[config.mk]
export PLATFORM = sky130hd
export DESIGN_NAME = ddr4_alert_refresh_timing
export DESIGN_NICKNAME = d
export VERILOG_FILES = /design/src/alert_pulse_timer.v /design/src/ddr4_alert_refresh_timing.v
export VERILOG_INCLUDE_DIRS = /design/src
export SDC_FILE = /design/constraint.sdc
export NUM_CORES = 1
export LEC_CHECK = 0
export ABC_AREA = 1
export BUFFER_PORTS_ARGS = -buffer_cell sky130_fd_sc_hd__buf_2
export CAP_MARGIN = 0
export CORE_ASPECT_RATIO = 1.5
export CORE_MARGIN = 3
export CORE_UTILIZATION = 31
export DETAILED_ROUTE_END_ITERATION = 8
export SLEW_MARGIN = 25
export SYNTH_ARGS = -nofsm -noshare
export SYNTH_HDL_FRONTEND = slang
export SYNTH_SLANG_ARGS = --single-unit
[constraint.sdc]
create_clock -name clk_sys_in -period 3.3 [get_ports clk_sys_in]
set_clock_uncertainty 0.1 [all_clocks]
set_input_delay 0.33 -clock clk_sys_in [delete_from_list [all_inputs] [get_ports clk_sys_in]]
set_output_delay 0.33 -clock clk_sys_in [all_outputs]
set_load 0.02 [all_outputs]
[src/ddr4_timing_map.vh]
`ifndef DDR4_TIMING_MAP_VH
`define DDR4_TIMING_MAP_VH

// command codes on the decoded command port
`define CMD_DES 3'h0
`define CMD_ACT 3'h1
`define CMD_PRE 3'h2
`define CMD_REF 3'h3
`define CMD_RD 3'h4
`define CMD_WR 3'h5
`define CMD_MRS 3'h6
`define CMD_ODT 3'h7

// mode register selects on the bank port
`define MR_SEL_ZERO 3'h0
`define MR_SEL_FOUR 3'h4
`define MR_SEL_SEVEN 3'h7

// field positions on the address port
`define MR0_BL_LO 0
`define MR0_BL_HI 1
`define MODE_FOUR_TOGGLE_BIT 11
`define MODE_FOUR_PRE_BIT 12

// burst field encodings and reset values
`define BL_FIXED_EIGHT 2'h0
`define BL_ON_THE_FLY 2'h1
`define BL_FIXED_CHOP 2'h2
`define MR0_BL_RESET 2'h0
`define MODE_FOUR_PRE_RESET 1'h0

// clock period and timing figures
`define CLK_PERIOD_PS 10000
`define PARITY_LATENCY 4'h5
`define PAR_ALERT_EXTRA_PS 6000
`define PAR_ALERT_PW_SLOW 8'h48
`define PAR_ALERT_PW_FAST 8'h50
`define PAR_ALERT_RSP_SLOW 7'h40
`define PAR_ALERT_RSP_FAST 7'h47
`define CRC_ALERT_MIN_PS 3000
`define CRC_ALERT_MAX_PS 13000
`define CRC_ALERT_PW 8'h06
`define WR_START_EIGHT 5'h04
`define WR_START_CHOP 5'h02
`define MODE_SEVEN_GAP 3'h5
`define TREFI_NORMAL_NS 7800
`define TREFI_HOT_NS 3900
`define TRFC1_NS 260
`define REFRESH_OWED_MAX 4'h8

// derived cycle counts: least times round up, longest round down, min one
`define CYC_UP(ps) (((ps) + `CLK_PERIOD_PS - 1) / `CLK_PERIOD_PS)
`define CYC_DN(ps) (((ps) / `CLK_PERIOD_PS) < 1 ? 1 : ((ps) / `CLK_PERIOD_PS))
`define PAR_ALERT_EXTRA_CYC `CYC_DN(`PAR_ALERT_EXTRA_PS)
`define CRC_ALERT_MIN_CYC `CYC_UP(`CRC_ALERT_MIN_PS)
`define CRC_ALERT_MAX_CYC `CYC_DN(`CRC_ALERT_MAX_PS)
`define TREFI_NORMAL_CYC `CYC_DN(`TREFI_NORMAL_NS * 1000)
`define TREFI_HOT_CYC `CYC_DN(`TREFI_HOT_NS * 1000)
`define TRFC1_CYC `CYC_UP(`TRFC1_NS * 1000)

`endif

[src/alert_pulse_timer.v]
module alert_pulse_timer #(
	parameter WIDTH = 8
) (
	input wire clk_sys_in,
	input wire rstn_in,
	input wire start_in,
	input wire [WIDTH-1:0] length_in,
	output wire active_out
);
	reg [WIDTH-1:0] remain;

	// a start while the pulse runs is ignored, the pulse is not stretched
	always @(posedge clk_sys_in) begin
		if (!rstn_in) begin
			remain <= {WIDTH{1'b0}};
		end else if (start_in && remain == {WIDTH{1'b0}}) begin
			remain <= length_in;
		end else if (remain != {WIDTH{1'b0}}) begin
			remain <= remain - {{(WIDTH-1){1'b0}}, 1'b1};
		end
	end

	assign active_out = (remain != {WIDTH{1'b0}});
endmodule

[src/ddr4_alert_refresh_timing.v]
`include "ddr4_timing_map.vh"

// Function
// RQ1: commands within parity latency window not executed
// RQ2: alert asserted by parity latency plus 6ns
// RQ3: parity alert held 72 or 80 cycles
// RQ4: controller sends deselects within 64/71 cycles
// RQ5: crc alert follows error within 3-13ns
// RQ6: crc alert pulse lasts 6 to 10 cycles
// RQ7: controller keeps geardown timings even clocks; the controller model never drives geardown
// RQ8: controller refreshes every 7.8us or 3.9us
// RQ9: eight-beat or on-the-fly chop: write at latency+4
// RQ10: fixed chop: internal write at latency+2
// RQ11: controller rounds write recovery clocks up; no write recovery is modelled
// RQ12: reads and sync odt need locked dll
// RQ13: crc with mask uses longer write recovery
// RQ14: power-down waits for running row operations
// RQ15: mode four bit 11 picks toggle preamble
// RQ16: mode four bit 12 picks preamble length
// RQ17: five clocks after mode seven write
// RQ18: controller sets reference midpoint before addressing; the controller model never drives addressing mode
// RQ19: controller converts ns timings rounding up; the controller model drives no ns-derived gaps
module ddr4_alert_refresh_timing #(
	parameter WPIPE_DEPTH = 32,
	parameter ROW_OP_CYCLES = 16
) (
	input wire clk_sys_in,
	input wire rstn_in,
	input wire [2:0] cmd_in,
	input wire [2:0] ba_in,
	input wire [13:0] addr_in,
	input wire par_in,
	input wire chop_otf_in,
	input wire persist_par_in,
	input wire par_err_clr_in,
	input wire fast_grade_in,
	input wire [4:0] write_latency_in,
	input wire crc_en_in,
	input wire mask_en_in,
	input wire crc_err_in,
	input wire dll_locked_in,
	input wire cke_in,
	input wire temp_hot_in,
	output reg alert_n_out,
	output reg cmd_exec_out,
	output reg [2:0] cmd_exec_code_out,
	output reg wr_start_out,
	output reg par_err_status_out,
	output reg rsp_late_out,
	output reg dll_cmd_err_out,
	output reg mr7_gap_err_out,
	output reg use_crc_mask_wr_out,
	output reg preamble_toggle_two_out,
	output reg preamble_two_out,
	output reg power_down_out,
	output reg refresh_late_out
);
	reg [3:0] blk_cnt;
	reg [3:0] par_dly;
	reg [1:0] burst_mode;
	reg [WPIPE_DEPTH-1:0] wr_pipe;
	reg [6:0] rsp_cnt;
	reg [2:0] mr7_cnt;
	reg [9:0] busy_cnt;
	reg [9:0] refi_cnt;
	reg [3:0] owed;
	reg [WPIPE_DEPTH-1:0] next_wr_pipe;
	wire par_active;
	wire crc_active;
	wire par_check;
	wire par_err;
	wire blocked;
	wire dll_block;
	wire accept;
	wire par_start;
	wire [7:0] par_pw;
	wire [6:0] rsp_limit;
	wire [9:0] refi_limit;
	wire [4:0] wr_delay;
	wire is_mrs;
	// full-width counts, cut to the ten-bit counters where used
	localparam [31:0] REFI_NORMAL_FULL = `TREFI_NORMAL_CYC;
	localparam [31:0] REFI_HOT_FULL = `TREFI_HOT_CYC;
	localparam [31:0] REF_BUSY_FULL = `TRFC1_CYC;
	localparam [31:0] ROW_BUSY_FULL = ROW_OP_CYCLES;

	// one bit set in a pipe of the given depth, zero if out of range
	function [WPIPE_DEPTH-1:0] pipe_bit;
		input [4:0] delay;
		integer i;
		begin
			pipe_bit = {WPIPE_DEPTH{1'b0}};
			for (i = 0; i < WPIPE_DEPTH; i = i + 1) begin
				if (delay != 5'h00 && i == delay - 1)
					pipe_bit[i] = 1'b1;
			end
		end
	endfunction

	// saturating one-step decrement used by the row busy counter
	function [9:0] dec_sat;
		input [9:0] value;
		begin
			dec_sat = (value == 10'h000) ? 10'h000 : value - 10'h001;
		end
	endfunction

	assign is_mrs = (cmd_in == `CMD_MRS);

	// a non-persistent device stops checking once an error is latched
	assign par_check = (cmd_in != `CMD_DES) &&
		!(par_err_status_out && !persist_par_in);
	assign par_err = par_check &&
		((^{cmd_in, ba_in, addr_in, chop_otf_in, par_in}) != 1'b0);

	// errant command and the following window are dropped
	assign blocked = par_err || (blk_cnt != 4'h0) || par_active; // RQ1

	// reads and sync odt are refused without a locked dll
	assign dll_block = !dll_locked_in &&
		(cmd_in == `CMD_RD || cmd_in == `CMD_ODT); // RQ12

	assign accept = (cmd_in != `CMD_DES) && !blocked && !dll_block;

	// alert pulse begins so the pin falls exactly one latency later
	assign par_start = (par_dly == 4'h1); // RQ2

	assign par_pw = fast_grade_in ? `PAR_ALERT_PW_FAST :
		`PAR_ALERT_PW_SLOW; // RQ3
	assign rsp_limit = fast_grade_in ? `PAR_ALERT_RSP_FAST :
		`PAR_ALERT_RSP_SLOW;
	assign refi_limit = temp_hot_in ? REFI_HOT_FULL[9:0] :
		REFI_NORMAL_FULL[9:0]; // RQ8

	// fixed chop starts the array write two clocks sooner
	assign wr_delay = write_latency_in + ((burst_mode == `BL_FIXED_CHOP) ?
		`WR_START_CHOP : `WR_START_EIGHT); // RQ9 RQ10

	alert_pulse_timer #(
		.WIDTH(8)
	) u_par_timer (
		.clk_sys_in(clk_sys_in),
		.rstn_in(rstn_in),
		.start_in(par_start),
		.length_in(par_pw),
		.active_out(par_active)
	);

	// crc error raises the alert after one clock, inside 3..13 ns
	alert_pulse_timer #(
		.WIDTH(8)
	) u_crc_timer (
		.clk_sys_in(clk_sys_in),
		.rstn_in(rstn_in),
		.start_in(crc_err_in), // RQ5
		.length_in(`CRC_ALERT_PW), // RQ6
		.active_out(crc_active)
	);

	always @* begin
		next_wr_pipe = {1'b0, wr_pipe[WPIPE_DEPTH-1:1]};
		if (accept && cmd_in == `CMD_WR)
			next_wr_pipe = next_wr_pipe | pipe_bit(wr_delay); // RQ9 RQ10
	end

	// parity window, alert lead counter and error status
	always @(posedge clk_sys_in) begin
		if (!rstn_in) begin
			blk_cnt <= 4'h0;
			par_dly <= 4'h0;
			par_err_status_out <= 1'b0;
		end else begin
			if (par_err && blk_cnt == 4'h0 && !par_active) begin
				blk_cnt <= `PARITY_LATENCY; // RQ1
				par_dly <= `PARITY_LATENCY - 4'h1; // RQ2
			end else begin
				if (blk_cnt != 4'h0)
					blk_cnt <= blk_cnt - 4'h1;
				if (par_dly != 4'h0)
					par_dly <= par_dly - 4'h1;
			end
			// a new error beats a clear in the same cycle
			if (par_err)
				par_err_status_out <= 1'b1;
			else if (par_err_clr_in)
				par_err_status_out <= 1'b0;
		end
	end

	// both alert sources share the one pin
	always @(posedge clk_sys_in) begin
		if (!rstn_in)
			alert_n_out <= 1'b1;
		else
			alert_n_out <= !(par_active || crc_active); // RQ3 RQ6
	end

	// controller must settle on deselects while a persistent alert runs
	always @(posedge clk_sys_in) begin
		if (!rstn_in) begin
			rsp_cnt <= 7'h00;
			rsp_late_out <= 1'b0;
		end else begin
			if (!par_active)
				rsp_cnt <= 7'h00;
			else if (rsp_cnt != 7'h7F)
				rsp_cnt <= rsp_cnt + 7'h01;
			rsp_late_out <= persist_par_in && par_active &&
				rsp_cnt >= rsp_limit && cmd_in != `CMD_DES; // RQ4
		end
	end

	// accepted command strobe, dll refusal flag and mode-seven gap flag
	always @(posedge clk_sys_in) begin
		if (!rstn_in) begin
			cmd_exec_out <= 1'b0;
			cmd_exec_code_out <= `CMD_DES;
			dll_cmd_err_out <= 1'b0;
			mr7_gap_err_out <= 1'b0;
		end else begin
			cmd_exec_out <= accept;
			if (accept)
				cmd_exec_code_out <= cmd_in;
			dll_cmd_err_out <= dll_block && !blocked; // RQ12
			mr7_gap_err_out <= (mr7_cnt != 3'h0) &&
				cmd_in != `CMD_DES && !is_mrs; // RQ17
		end
	end

	// mode register shadows and the mode-seven quiet gap
	always @(posedge clk_sys_in) begin
		if (!rstn_in) begin
			burst_mode <= `MR0_BL_RESET;
			preamble_toggle_two_out <= `MODE_FOUR_PRE_RESET;
			preamble_two_out <= `MODE_FOUR_PRE_RESET;
			mr7_cnt <= 3'h0;
		end else begin
			if (accept && is_mrs && ba_in == `MR_SEL_ZERO)
				burst_mode <= addr_in[`MR0_BL_HI:`MR0_BL_LO];
			// both supported grades accept the two-clock settings
			if (accept && is_mrs && ba_in == `MR_SEL_FOUR) begin
				preamble_toggle_two_out <=
					addr_in[`MODE_FOUR_TOGGLE_BIT]; // RQ15
				preamble_two_out <= addr_in[`MODE_FOUR_PRE_BIT]; // RQ16
			end
			if (accept && is_mrs && ba_in == `MR_SEL_SEVEN)
				mr7_cnt <= `MODE_SEVEN_GAP - 3'h1; // RQ17
			else if (mr7_cnt != 3'h0)
				mr7_cnt <= mr7_cnt - 3'h1;
		end
	end

	// internal write start pipe
	always @(posedge clk_sys_in) begin
		if (!rstn_in) begin
			wr_pipe <= {WPIPE_DEPTH{1'b0}};
			wr_start_out <= 1'b0;
		end else begin
			wr_pipe <= next_wr_pipe;
			wr_start_out <= wr_pipe[0];
		end
	end

	// power-down is held off until row operations complete
	always @(posedge clk_sys_in) begin
		if (!rstn_in) begin
			busy_cnt <= 10'h000;
			power_down_out <= 1'b0;
			use_crc_mask_wr_out <= 1'b0;
		end else begin
			if (accept && cmd_in == `CMD_REF)
				busy_cnt <= REF_BUSY_FULL[9:0]; // RQ14
			else if (accept && (cmd_in == `CMD_ACT || cmd_in == `CMD_PRE))
				busy_cnt <= ROW_BUSY_FULL[9:0]; // RQ14
			else
				busy_cnt <= dec_sat(busy_cnt);
			power_down_out <= !cke_in && busy_cnt == 10'h000 &&
				!(accept && cmd_in != `CMD_MRS); // RQ14
			use_crc_mask_wr_out <= crc_en_in && mask_en_in; // RQ13
		end
	end

	// refresh debt: one owed per interval, one paid per refresh
	always @(posedge clk_sys_in) begin
		if (!rstn_in) begin
			refi_cnt <= 10'h000;
			owed <= 4'h0;
			refresh_late_out <= 1'b0;
		end else begin
			if (refi_cnt >= refi_limit - 10'h001)
				refi_cnt <= 10'h000;
			else
				refi_cnt <= refi_cnt + 10'h001;
			if (refi_cnt >= refi_limit - 10'h001 &&
				!(accept && cmd_in == `CMD_REF)) begin
				if (owed != 4'hF)
					owed <= owed + 4'h1; // RQ8
			end else if (accept && cmd_in == `CMD_REF &&
				refi_cnt < refi_limit - 10'h001 && owed != 4'h0) begin
				owed <= owed - 4'h1;
			end
			refresh_late_out <= owed > `REFRESH_OWED_MAX;
		end
	end
endmodule

---- Word-level counts from Yosys, hierarchy flattened ----
Index checks and enable logic that the tools add are counted.
Widths: inputs -> output; s select.
storage, ports and cells
  register bits ........................... 107
  input bits .............................. 38
  word-level logic and storage cells ...... 290
operators by class
  $add $sub $neg .......................... 13
  magnitude comparators ................... 4
  equal/unequal tests ..................... 46
  muxes and demuxes ....................... 87
  bitwise gates (word level) .............. 2
  reduce and logical (&&, ||, !) cells .... 108
operators by type and width
  operator               number
  $eq 5x32->1 const A    16
  $eq 4x32->1 const A    8
  $eq 3x32->1 const A    4
  $mux 1                 66
  $eq 2x32->1 const A    2
  $logic_and 1x1->1      62
  $eq 1x32->1 const A    1
  $logic_not 32->1       1
  $or 31x32->32          1
  $mux 31                1
  $mux 3                 10
  $reduce_xor 22->1      1
  $mux 5                 4
  $sub 10x1->10 const B  2
  $eq 3x3->1 const B     6
  $logic_not 8->1        2
  $mux 8                 2
  $reduce_bool 8->1      2
  $sub 8x1->8 const B    2
  $reduce_bool 2->1      7
  $mux 4                 3
  $reduce_bool 4->1      3
  $sub 4x1->4 const B    3
  $logic_not 1->1        11
  other kinds (29)       40

---- Longest topological paths before layout ----
Gate-level depths: netlist of run 1.
  word-level depth ........................ 15
  depth in mapped cells ................... 26
  depth with buffers taken out ............ 26

---- Cells and area by module ----
A second synthesis of run 1 with hierarchy kept.
unflattened totals
  cell total of the unflattened synthesis .. 866
  area total of the unflattened synthesis .. 5,866.9 sq um
modules (own cells, without submodules)
  module                     instances  cells an instance  area each (sq um)  seq. area each (sq um)
  ddr4_alert_refresh_timing  1          674                4,653.2            1,821.7
  alert_pulse_timer          2          96                 606.8              160.2

---- Worst setup path after synthesis of run 1 ----
Ideal clock, no wire load.
  kind .................................... register to register
  start point ............................. register burst_mode[1]
  end point ............................... register wr_pipe[15]
  setup time .............................. 128 ps
  data arrival time ....................... 2,712 ps
  slack ................................... 360 ps
  cell stages (with the launch flop) ...... 16
  buffers on the path ..................... 2
  clock period less this slack ............ 2,940 ps
  cell sequence ........................... dfxtp_1 inv_1 nor2_1 ha_1 inv_1 fa_1 clkbuf_1 inv_1 nor2_1 nand2_1 or2_2 nand2_1 buf_4 nor2_1 a21oi_1 nor2_1
between the ends
  word-level cells in the longest chain between the ends .. 10
  elaborated cells between the ends (all ways) .. 11
  classes of those cells .................. 2 x add/sub; 2 x eq/ne; 4 x mux; 1 x bitwise; 2 x reduce/logical
ends and longest elaborated chain
  what                             line                             RTL
  start, declared                  ddr4_alert_refresh_timing.v:60   reg [1:0] burst_mode;
  start signal, assigned           ddr4_alert_refresh_timing.v:233  burst_mode <= `MR0_BL_RESET;
  start signal, assigned           ddr4_alert_refresh_timing.v:239  burst_mode <= addr_in[`MR0_BL_HI:`MR0_BL_LO];
  $eq 2x2->1 (no source line) (*)  --
  $mux 3 (no source line) (*)      --
  $add 5x3->5 (*)                  ddr4_alert_refresh_timing.v:136  assign wr_delay = write_latency_in + ((burst_mode == `BL_FIXED_CHOP) ?
  $sub 5x1->6                      ddr4_alert_refresh_timing.v:94   if (delay != 5'h00 && i == delay - 1)
  $eq 4x32->1                      ddr4_alert_refresh_timing.v:94
  $logic_and 1x1->1 (*)            ddr4_alert_refresh_timing.v:94
  $mux 1 (*)                       ddr4_alert_refresh_timing.v:94
  $mux 1 (*)                       ddr4_alert_refresh_timing.v:162  if (accept && cmd_in == `CMD_WR)
  $or 31x32->32 (*)                ddr4_alert_refresh_timing.v:163  next_wr_pipe = next_wr_pipe | pipe_bit(wr_delay);
  $mux 31 (*)                      ddr4_alert_refresh_timing.v:162
  end signal, assigned             ddr4_alert_refresh_timing.v:256  wr_pipe <= {WPIPE_DEPTH{1'b0}};
  end signal, assigned             ddr4_alert_refresh_timing.v:259  wr_pipe <= next_wr_pipe;
  end, declared                    ddr4_alert_refresh_timing.v:61   reg [WPIPE_DEPTH-1:0] wr_pipe;
Every way passes the cells marked *; elsewhere a longest branch is shown, timed or not. The select of a mux whose other input is x is not followed.
A chain may end at the register's enable or synchronous reset.

---- Worst setup path after layout of run 1 ----
  start point ............................. register refi_cnt[7]
  end point ............................... register owed[3]
between the ends
  word-level cells in the longest chain between the ends .. 5
  elaborated cells between the ends (all ways) .. 9
  classes of those cells .................. 2 x order compare; 1 x eq/ne; 1 x mux; 5 x reduce/logical
ends and longest elaborated chain
  what                                line                             RTL
  start, declared                     ddr4_alert_refresh_timing.v:65   reg [9:0] refi_cnt;
  start signal, assigned              ddr4_alert_refresh_timing.v:293  refi_cnt <= refi_cnt + 10'h001;
  $lt 10x10->1                        ddr4_alert_refresh_timing.v:299  refi_cnt < refi_limit - 10'h001 && owed != 4'h0) begin
  $logic_and 1x1->1 (2 in series)     ddr4_alert_refresh_timing.v:298  end else if (accept && cmd_in == `CMD_REF &&
  $reduce_bool 2->1 (no source line)  --
  $reduce_and 2->1 (no source line)   --
  end signal, assigned                ddr4_alert_refresh_timing.v:297  owed <= owed + 4'h1;
  end signal, assigned                ddr4_alert_refresh_timing.v:300  owed <= owed - 4'h1;
  end, declared                       ddr4_alert_refresh_timing.v:66   reg [3:0] owed;
Parallel ways exist; a longest one is shown, timed or not.

==> results of run 1 <==
-- through the flow --
stage	setup WS [ns]	cell area, sq um	hold slack (ns)	power [mW]	instances
final	0.333	6290	0.0824	3.97	1022
after detailed placement	0.147	6020	0.308	3.01	1005
after floorplan	0.360	5490	0.290	2.69	746
after global routing	0.0224	6290	0.0813	4.29	1022
after global placement	0.240	6020	0.303	2.99	1005
after CTS	0.331	6290	0.0768	4.02	1021
-- Yosys cell counts, types with 9 or more instances --
cell | count | area [sq um]
nor2_1 | 118 | 443
xor2_1 | 17 | 149
dfxtp_1 | 107 | 2140
a21oi_1 | 32 | 160
nand2_1 | 133 | 499
nor3_1 | 17 | 85.1
nor4_1 | 10 | 62.6
nand4_1 | 23 | 144
ha_1 | 26 | 325
clkbuf_1 | 11 | 41.3
nor3_2 | 9 | 90.1
a21oi_2 | 11 | 96.3
xnor2_1 | 12 | 105
nand3_1 | 30 | 150
o21a_1 | 13 | 97.6
o21ai_0 | 20 | 100
inv_1 | 106 | 398
-- cells in the final DEF (no fill, tap or decap), types with 2 or more instances in the layout --
master and count:
nor3_2 9, o21a_1 13, dfxtp_1 107, nand4_1 23, xnor2_1 12, a31oi_1 5
inv_1 106, or2_2 7, o31ai_1 2, nand2_2 3, clkbuf_16 9, xor2_1 17
a21oi_1 32, a211oi_1 5, inv_2 6, nand3_1 30, nor2_1 118, clkbuf_1 5
o21ai_0 20, ha_1 26, nand2_4 2, nor3_1 17, nor4_1 10, buf_2 52
a21oi_2 11, nand2_1 133, fa_1 2, buf_4 8
-- cells by family (layout without fill, tap and decap cells) --
kind of cell               count (synthesis)  in the layout  synth area share, %
and+or+nand+nor                          360            360                 30.0
buffers and inverters                    129            191                 9.21
DFF                                      107            107                 39.0
AOI/OAI and AO/OA                         92             92                 10.4
xor gates and xnor gates                  29             29                 4.63
adders and majority gates                 28             28                 6.66
other                                      1              2               0.0683
-- state kept, by name (all words and copies together) (netlist names), 2 cells and up --
| register | flops |
|---|---|
| burst_mode | 2 |
| owed | 4 |
| u_par_timer.remain | 8 |
| blk_cnt | 4 |
| cmd_exec_code_out | 3 |
| u_crc_timer.remain | 8 |
| busy_cnt | 10 |
| mr7_cnt | 3 |
| wr_pipe | 32 |
| rsp_cnt | 7 |
| refi_cnt | 10 |
| par_dly | 4 |
-- power by group through the flow --
stage	Clock (mW)	Sequential [mW]	Combinational, mW
finish	1.00	1.66	1.31
global route	1.08	1.68	1.53
CTS	1.03	1.66	1.33
detailed placement	0	1.68	1.33
global placement	0	1.68	1.31
floorplan	0	1.68	1.01
-- critical path, stage by stage, from the launching register on --
cell	delay [ns]
dfxtp_1	0.35
ha_1	0.29
inv_1	0.04
nor3_1	0.23
or3b_2	0.49
nand3_1	0.15
nand2_1	0.14
ha_1	0.35
nand2_1	0.08
nand2_1	0.05
a31oi_1	0.20
inv_1	0.06
nand3_1	0.08
nand2_1	0.07
a21oi_1	0.12
nor2_1	0.05
-- layer usage --
layer	GRT usage (%)	wire length, um	vias to the layer above	share of wire (%)
li1	-	-	2507	-
met1	13.6	5020	2080	43
met2	22.4	6040	49	52
met3	1.75	276	13	2.4
met4	5.53	227	0	2.0
met5	0	0	-	0
-- final cells by class --
class	instances	area (sq um)
well taps	213	267
repair buffers	61	340
clock buffers	15	258
inverters	114	430
flip-flops and latches	107	2140
diodes	1	2.50
fillers	1832	11100
multi-input cells	510	2840
clock inverters	1	8.76
-- worst paths after layout --
| path | to | slack [ns] | depth (start not counted) |
|---|---|---|---|
| min | use_crc_mask_wr_out | 0.08 | 3 |
| max | owed[3] | 0.33 | 15 |
| max reg2reg | owed[3] | 0.33 | 15 |
| min reg2reg | busy_cnt[0] | 0.32 | 1 |
==> out/results.ini, run 1 <==
[die]
std_cell_rows = 59
io-pin-count = 53
die_area_sq_mm = 0.0194
fp.dieH_um = 169
die_w_um = 115
initial_core_util_pct = 31.6
core_area_sq_mm = 0.0173

[sta]
tns_ns = 0
rsz0062_at_grt = no
setup_violations = 0
fin_crit_sh_pct = 89.9
report.final.hold_viol_count = 0
clock.fmax_mhz = 337
slew_violations = 0
fin_crit_ns = 2.97

[cts]
cts_tree = built
cts-resized-gates = 0
cts_made_buffers = 9
cts-htree-levels = 3
cts_buffer_depth = 2
path_clk_slew_ns = 0.07
cts_root_buf = clkbuf_16
cts_sinks = 107
cts_setup_buffers = 0
holdBufCountCts = 0
clk_latency_ns = 0.35

[setup_path]
crit_type = flip-flop to flip-flop
critPathRequiredTime_ns = 3.45
rr_startpoint = refi_cnt[7]
critPathLaunchType = flip-flop
cp_max_fo = 5
crit_arrival_ns = 3.11
worstSetupStartpoint = refi_cnt[7]
worstSetupEndpointType = flip-flop

[flow_run]
cap_viol_max_count = 0

[global_routing]
grt_max_degree = 34
overflow = 0
antenna_found_initial = 1
grt_pass1_vias = 4353
grt_usage_pct = 12.2
grt_pass1_wl_mm = 19.3

[synthesis]
synth_cell_types = 43
synth_edf_count = 0
yosysSeqAreaShare_pct = 39.0
synth.avg_cell_area_sq_um = 7.36
ys_ff_latch = 107
syn_area_sq_mm = 0.00549
syn_inst = 746
ys.flop_type = dfxtp_1
yosysWarnings = 0
syn-num-nets = 812
async_reset_ff_share_pct = 0

[route]
drt_iter0_markers = 179
drcViolationCount = 0
wire_per_inst_um = 11.3
first_pass_iters = 4
antenna_left = 0
via_count = 4649
routed_wl_mm = 11.6
vias_per_cell = 4.55

[final_layout]
post-route-util_pct = 36.2
fin_nets = 869
layout-drive-gt1-share_pct = 14.4
syn_to_final_growth_pct = 14.6

[placement]
gp_congestion = 0.847
hpwl_mm = 9.08
portBuffers = 52

[power]
seqPwrFrac_pct = 41.7
clkPwrFrac_pct = 25.2
swShare_pct = 35.4
powerDensity_mw_per_mm2 = 631
switchingPower_mw = 1.41
peakVddDrop_mv = 0.392
p_comb_share_pct = 33.1
leakage_nw = 2.93
p_int_mw = 2.57

[min_path]
min_path_type = primary input to flip-flop
worstHoldStart = mask_en_in

[status]
outcome = complete, no violations

No activity file was read; power rests on OpenSTA's default activity.
==> inputs of run 2 (changes only) <==
--- a/config.mk
+++ b/config.mk
@@ -12,6 +12,7 @@
 export CORE_ASPECT_RATIO = 1.5
 export CORE_MARGIN = 3
 export CORE_UTILIZATION = 31
+export CTS_BUF_LIST = sky130_fd_sc_hd__clkbuf_16
 export DETAILED_ROUTE_END_ITERATION = 8
 export SLEW_MARGIN = 25
 export SYNTH_ARGS = -nofsm -noshare
==> run 2 against run 1 <==
  * Via count increased by 0.28%
  * Critical endpoint unchanged
  * First-iteration DRC count increased by 3.9%
  * Core utilization decreased by 0.058 points
  * Worst setup slack got worse by 0.0011 ns
  * Highest routed layer unchanged
  * Largest power group unchanged
  * Design area decreased by 0.16%
==> out/results.ini, run 2 (synthesized netlist as in run 1, its figures left out) <==
[route]
first_pass_iters = 4
drcViolationCount = 0
antenna_left = 0
routed_wl_mm = 11.6
wire_per_inst_um = 11.3
drt_iter0_markers = 186
via_count = 4662
vias_per_cell = 4.56

[placement]
preCtsSetupSlack_ns = 0.147
gp_congestion = 0.847
dp.cells = 1005
portBuffers = 52
hpwl_mm = 9.08
place_area_sq_mm = 0.00602

[cts]
cts_root_buf = clkbuf_16
clk_latency_ns = 0.35
holdBufCountCts = 0
cts-resized-gates = 0
path_clk_slew_ns = 0.07
cts_tree = built
cts-htree-levels = 3
cts_buffer_depth = 2
cts_sinks = 107
cts_setup_buffers = 0
cts_made_buffers = 9

[final_layout]
largest_registers = wr_pipe x32, busy_cnt x10, refi_cnt x10
n_fill_cell = 1834
fin_cells = 1022
multi_input_area_sq_mm = 0.00284
largest_reg_flops = 32
syn_to_final_growth_pct = 14.4
fin_nets = 869
most-common-layout-cells = nand2_1, nor2_1, inv_1, dfxtp_1, buf_2
regMostFlops = wr_pipe
final_common_cell = nand2_1
fin_area_sq_mm = 0.00628
seq_area_sq_mm = 0.00214
post-route-util_pct = 36.2
layout-drive-gt1-share_pct = 14.2

[global_routing]
grt_usage_pct = 12.2
grt_pass1_vias = 4357
grt_max_degree = 34
antenna_found_initial = 1
grt_pass1_wl_mm = 19.3
overflow = 0

[power]
leakage_nw = 2.94
p_int_mw = 2.53
switchingPower_mw = 1.41
swShare_pct = 35.7
powerDensity_mw_per_mm2 = 626
peakVddDrop_mv = 0.392
clkPwrFrac_pct = 24.5
p_comb_share_pct = 33.4
seqPwrFrac_pct = 42.1

[sta]
fin_crit_sh_pct = 89.9
rsz0062_at_grt = no
fin_crit_ns = 2.97
setup_ws_ns = 0.332
clock.fmax_mhz = 337
tns_ns = 0
report.final.hold_viol_count = 0
setup_violations = 0
slew_violations = 0

[setup_path]
crit_arrival_ns = 3.11
cp_max_fo = 5
cpMaxStageDelayCell = or3b_2
worstSetupEndpointType = flip-flop
crit_chain = ha_1 > inv_1 > nor3_1 > or3b_2 > nand3_1 > nand2_1 > ha_1 > nand2_1 > nand2_1 > a31oi_1 > inv_1 > nand3_1 > nand2_1 > a21oi_1 > nor2_1
critPathRequiredTime_ns = 3.45
cpMostUsedCell = nand2_1
crit_type = flip-flop to flip-flop
reg2reg_slack_ns = 0.33
critPathLaunchType = flip-flop
slowest_delay_ns = 0.49

[flow_run]
cap_viol_max_count = 0

[status]
outcome = complete, no violations

[die]
die_w_um = 115
die_area_sq_mm = 0.0194
fp.dieH_um = 169
std_cell_rows = 59
io-pin-count = 53
initial_core_util_pct = 31.6
core_area_sq_mm = 0.0173

[min_path]
min_path_type = primary input to flip-flop

run 2: cell count changes in the layout (fill, tap and decap cells not counted), sizes merged:
cell    change
clkbuf      -6
inv         +5
clkinv      +1
run 2: cell type report:
cell class / count / area share (%)
Multi-Input combinational cell: 510 / 45.2
Inverter: 114 / 6.86
Clock buffer: 9 / 3.59
Timing Repair Buffer: 61 / 5.42
Tap cell: 213 / 4.24
Antenna cell: 1 / 0.0399
Sequential cell: 107 / 34.1
Clock inverter: 7 / 0.498
run 2: critical path, delay by kind of cell (launching register included):
kind / cells / cell delay, ns
simple gates: 9 / 1.34
compound gates: 2 / 0.32
fa+ha+maj: 2 / 0.64
flops: 1 / 0.35
buf+inv: 2 / 0.10
run 2: layer usage:
metal	GRT usage [%]	part of all wire [%]
met1	13.7	43
met2	22.4	52
met3	1.75	2.5
met4	5.53	2.0
met5	0	0
run 2: path summary, 6_finish.rpt:
kind,from,end,cells after the start
worst max-delay path,refi_cnt[7],owed[3],15
worst max register to register,refi_cnt[7],owed[3],15
worst min-delay path,mask_en_in,use_crc_mask_wr_out,3
worst min register to register,busy_cnt[0],busy_cnt[0],1
run 2: power by group through the flow:
stage               combinational [mW]  clock [mW]  sequential, mW
floorplan                         1.01           0            1.68
finish                            1.31       0.963            1.66
detailed placement                1.33           0            1.68
CTS                               1.33       0.995            1.66
global route                      1.53        1.04            1.68
global placement                  1.31           0            1.68
run 2: metrics by stage:
step	hold slack, ns	power [mW]
2_1_floorplan	0.290	2.69
3_3_place_gp	0.303	2.99
3_5_place_dp	0.308	3.01
4_1_cts	0.0766	3.98
5_1_grt	0.0812	4.25
6_report	0.0832	3.93
==> inputs of run 3 (changes only) <==
--- a/config.mk
+++ b/config.mk
@@ -9,11 +9,14 @@
 export ABC_AREA = 1
 export BUFFER_PORTS_ARGS = -buffer_cell sky130_fd_sc_hd__buf_2
 export CAP_MARGIN = 0
+export CELL_PAD_IN_SITES_DETAIL_PLACEMENT = 1
+export CELL_PAD_IN_SITES_GLOBAL_PLACEMENT = 2
 export CORE_ASPECT_RATIO = 1.5
 export CORE_MARGIN = 3
 export CORE_UTILIZATION = 31
 export CTS_BUF_LIST = sky130_fd_sc_hd__clkbuf_16
 export DETAILED_ROUTE_END_ITERATION = 8
+export PLACE_DENSITY_LB_ADDON = 0.1
 export SLEW_MARGIN = 25
 export SYNTH_ARGS = -nofsm -noshare
 export SYNTH_HDL_FRONTEND = slang
==> run 3 against run 2 <==
  * Via count is 3.6% higher
  * Combinational power grew 5%
  * Cell count decreased by 0.29%
  * Maximum frequency rose by 0.14%
  * Routed wire length up 18%
  * Non-clock buffer count fell by 2
  * Core utilization rose by 0.16 points
  * Worst setup slack improved by 0.0040 ns
  * Register-to-register slack barely moved
  * Sequential share of layout area down 0.15 points
  * Die area unchanged
  * Worst hold slack improved by 0.0046 ns
==> out/results.ini, run 3 (synthesized netlist as in run 1, its figures left out) <==
[status]
outcome = complete, no violations

[global_routing]
antenna_found_initial = 0
grt_max_degree = 29
grt_pass1_wl_mm = 23.2
overflow = 0
grt_usage_pct = 14.9
grt_pass1_vias = 5087

[sta]
clock.fmax_mhz = 337
rsz0062_at_grt = no
tns_ns = 0
fin_crit_sh_pct = 89.8
slew_violations = 0
fin_crit_ns = 2.96
report.final.hold_viol_count = 0
setup_ws_ns = 0.336
setup_violations = 0
worst_hold_slack_ns = 0.0878
tightest_slew_ns = 0.503
relSlewSlack_pct = 66.4

[final_layout]
regMostFlops = wr_pipe
final_common_cell = nand2_1
fin_nets = 867
seq_area_sq_mm = 0.00214
num_antenna_cells = 0
layout-drive-gt1-share_pct = 14.9
largest_registers = wr_pipe x32, busy_cnt x10, refi_cnt x10
most-common-layout-cells = nand2_1, nor2_1, dfxtp_1, inv_1, buf_2
fin_cells = 1019
multi_input_area_sq_mm = 0.00285
syn_to_final_growth_pct = 14.9
n_fill_cell = 2180
largest_reg_flops = 32

[cts]
cts_sinks = 107
cts_root_buf = clkbuf_16
cts_made_buffers = 9
cts_buffer_depth = 2
cts_tree = built
clk_latency_ns = 0.35
cts-htree-levels = 3
path_clk_slew_ns = 0.08
cts_setup_buffers = 0

[power]
powerDensity_mw_per_mm2 = 648
peakVddDrop_mv = 0.295
swShare_pct = 37.3
switchingPower_mw = 1.52
leakage_nw = 2.93
p_comb_share_pct = 33.6
p_int_mw = 2.56
seqPwrFrac_pct = 40.6
clkPwrFrac_pct = 25.9

[die]
io-pin-count = 53
die_w_um = 115
core_area_sq_mm = 0.0173
fp.dieH_um = 169
die_area_sq_mm = 0.0194
std_cell_rows = 59
initial_core_util_pct = 31.6

[setup_path]
critPathLaunchType = flip-flop
cpMaxStageDelayCell = or3b_2
crit_chain = ha_1 > inv_1 > nor3_1 > or3b_2 > nand3_1 > nand2_2 > ha_1 > nand2_1 > nand2_1 > a31oi_1 > inv_1 > nand3_1 > nand2_1 > nand3_1 > nand2_1 > nor2_1
slowest_delay_ns = 0.48
crit_buf_inv = 2
crit_arrival_ns = 3.16
critPathTopFamily = simple AND/OR/NAND/NOR gates
cpMostUsedCell = nand2_1
critPathRequiredTime_ns = 3.50
crit_type = flip-flop to flip-flop
cp_max_fo = 5
worstSetupEndpointType = flip-flop

[route]
via_count = 4828
vias_per_cell = 4.74
routed_wl_mm = 13.6
drt_iter0_markers = 161
wire_per_inst_um = 13.4
antenna_left = 0
first_pass_iters = 4
drcViolationCount = 0

[placement]
hpwl_mm = 11.1
gp_congestion = 0.804
portBuffers = 52
dp.cells = 1003
preCtsSetupSlack_ns = 0.0256

[flow_run]
cap_viol_max_count = 0

[min_path]
min_path_type = primary input to flip-flop

## run 3: changes by cell type in the layout (fill, tap and decap cells not counted), sizes merged
cell	delta
inv	-2
clkinvlp	+2
buf	-2
diode	-1
## run 3: final cells by class
class,count,share of cell area (%)
Clock inverter,7,1.09
Inverter,114,6.83
Tap cell,213,4.23
Clock buffer,9,3.57
Sequential cell,107,34.0
Timing Repair Buffer,59,5.16
Multi-Input combinational cell,510,45.2
## run 3: tightest hold or removal path: stages
cell and delay [ns]:
buf_2 0.10, nand2_1 0.05, nor2_1 0.03
## run 3: power by group through the flow
stage               sequential (mW)  combinational (mW)  clock (mW)
detailed placement             1.69                1.39           0
global placement               1.68                1.33           0
CTS                            1.66                1.40        1.11
finish                         1.66                1.37        1.06
global route                   1.69                1.59        1.16
floorplan                      1.68                1.01           0
## run 3: worst paths after layout
path                                   from                   to  slack, ns  cells past startpoint
worst max-delay path            refi_cnt[7]              owed[3]       0.34                     16
worst min-delay path             mask_en_in  use_crc_mask_wr_out       0.09                      3
worst max register to register  refi_cnt[7]              owed[3]       0.34                     16
worst min register to register  busy_cnt[0]          busy_cnt[0]       0.31                      1
## run 3: layer usage
layer / wire [um] / global-route usage (%) / up-vias / share of wire, %
met2: 7170 / 27.0 / 50 / 53
met1: 5800 / 16.8 / 2260 / 42
met5: 0 / 0 / - / 0
met3: 293 / 1.86 / 20 / 2.1
li1: - / - / 2498 / -
met4: 387 / 7.08 / 0 / 2.8
## run 3: timing repair
item                       CTS  global route
gates resized for setup      0             2
hold buffers                 0             0
setup endpoints to repair    0             1
## run 3: per-stage QoR
step           util (%)  instance area (sq um)  power [mW]
4_1_cts            36.3                   6300        4.17
3_3_place_gp       34.6                   6000        3.00
3_5_place_dp       34.6                   6000        3.08
5_1_grt            36.4                   6310        4.44
2_1_floorplan         -                   5490        2.69
6_report           36.4                   6310        4.08
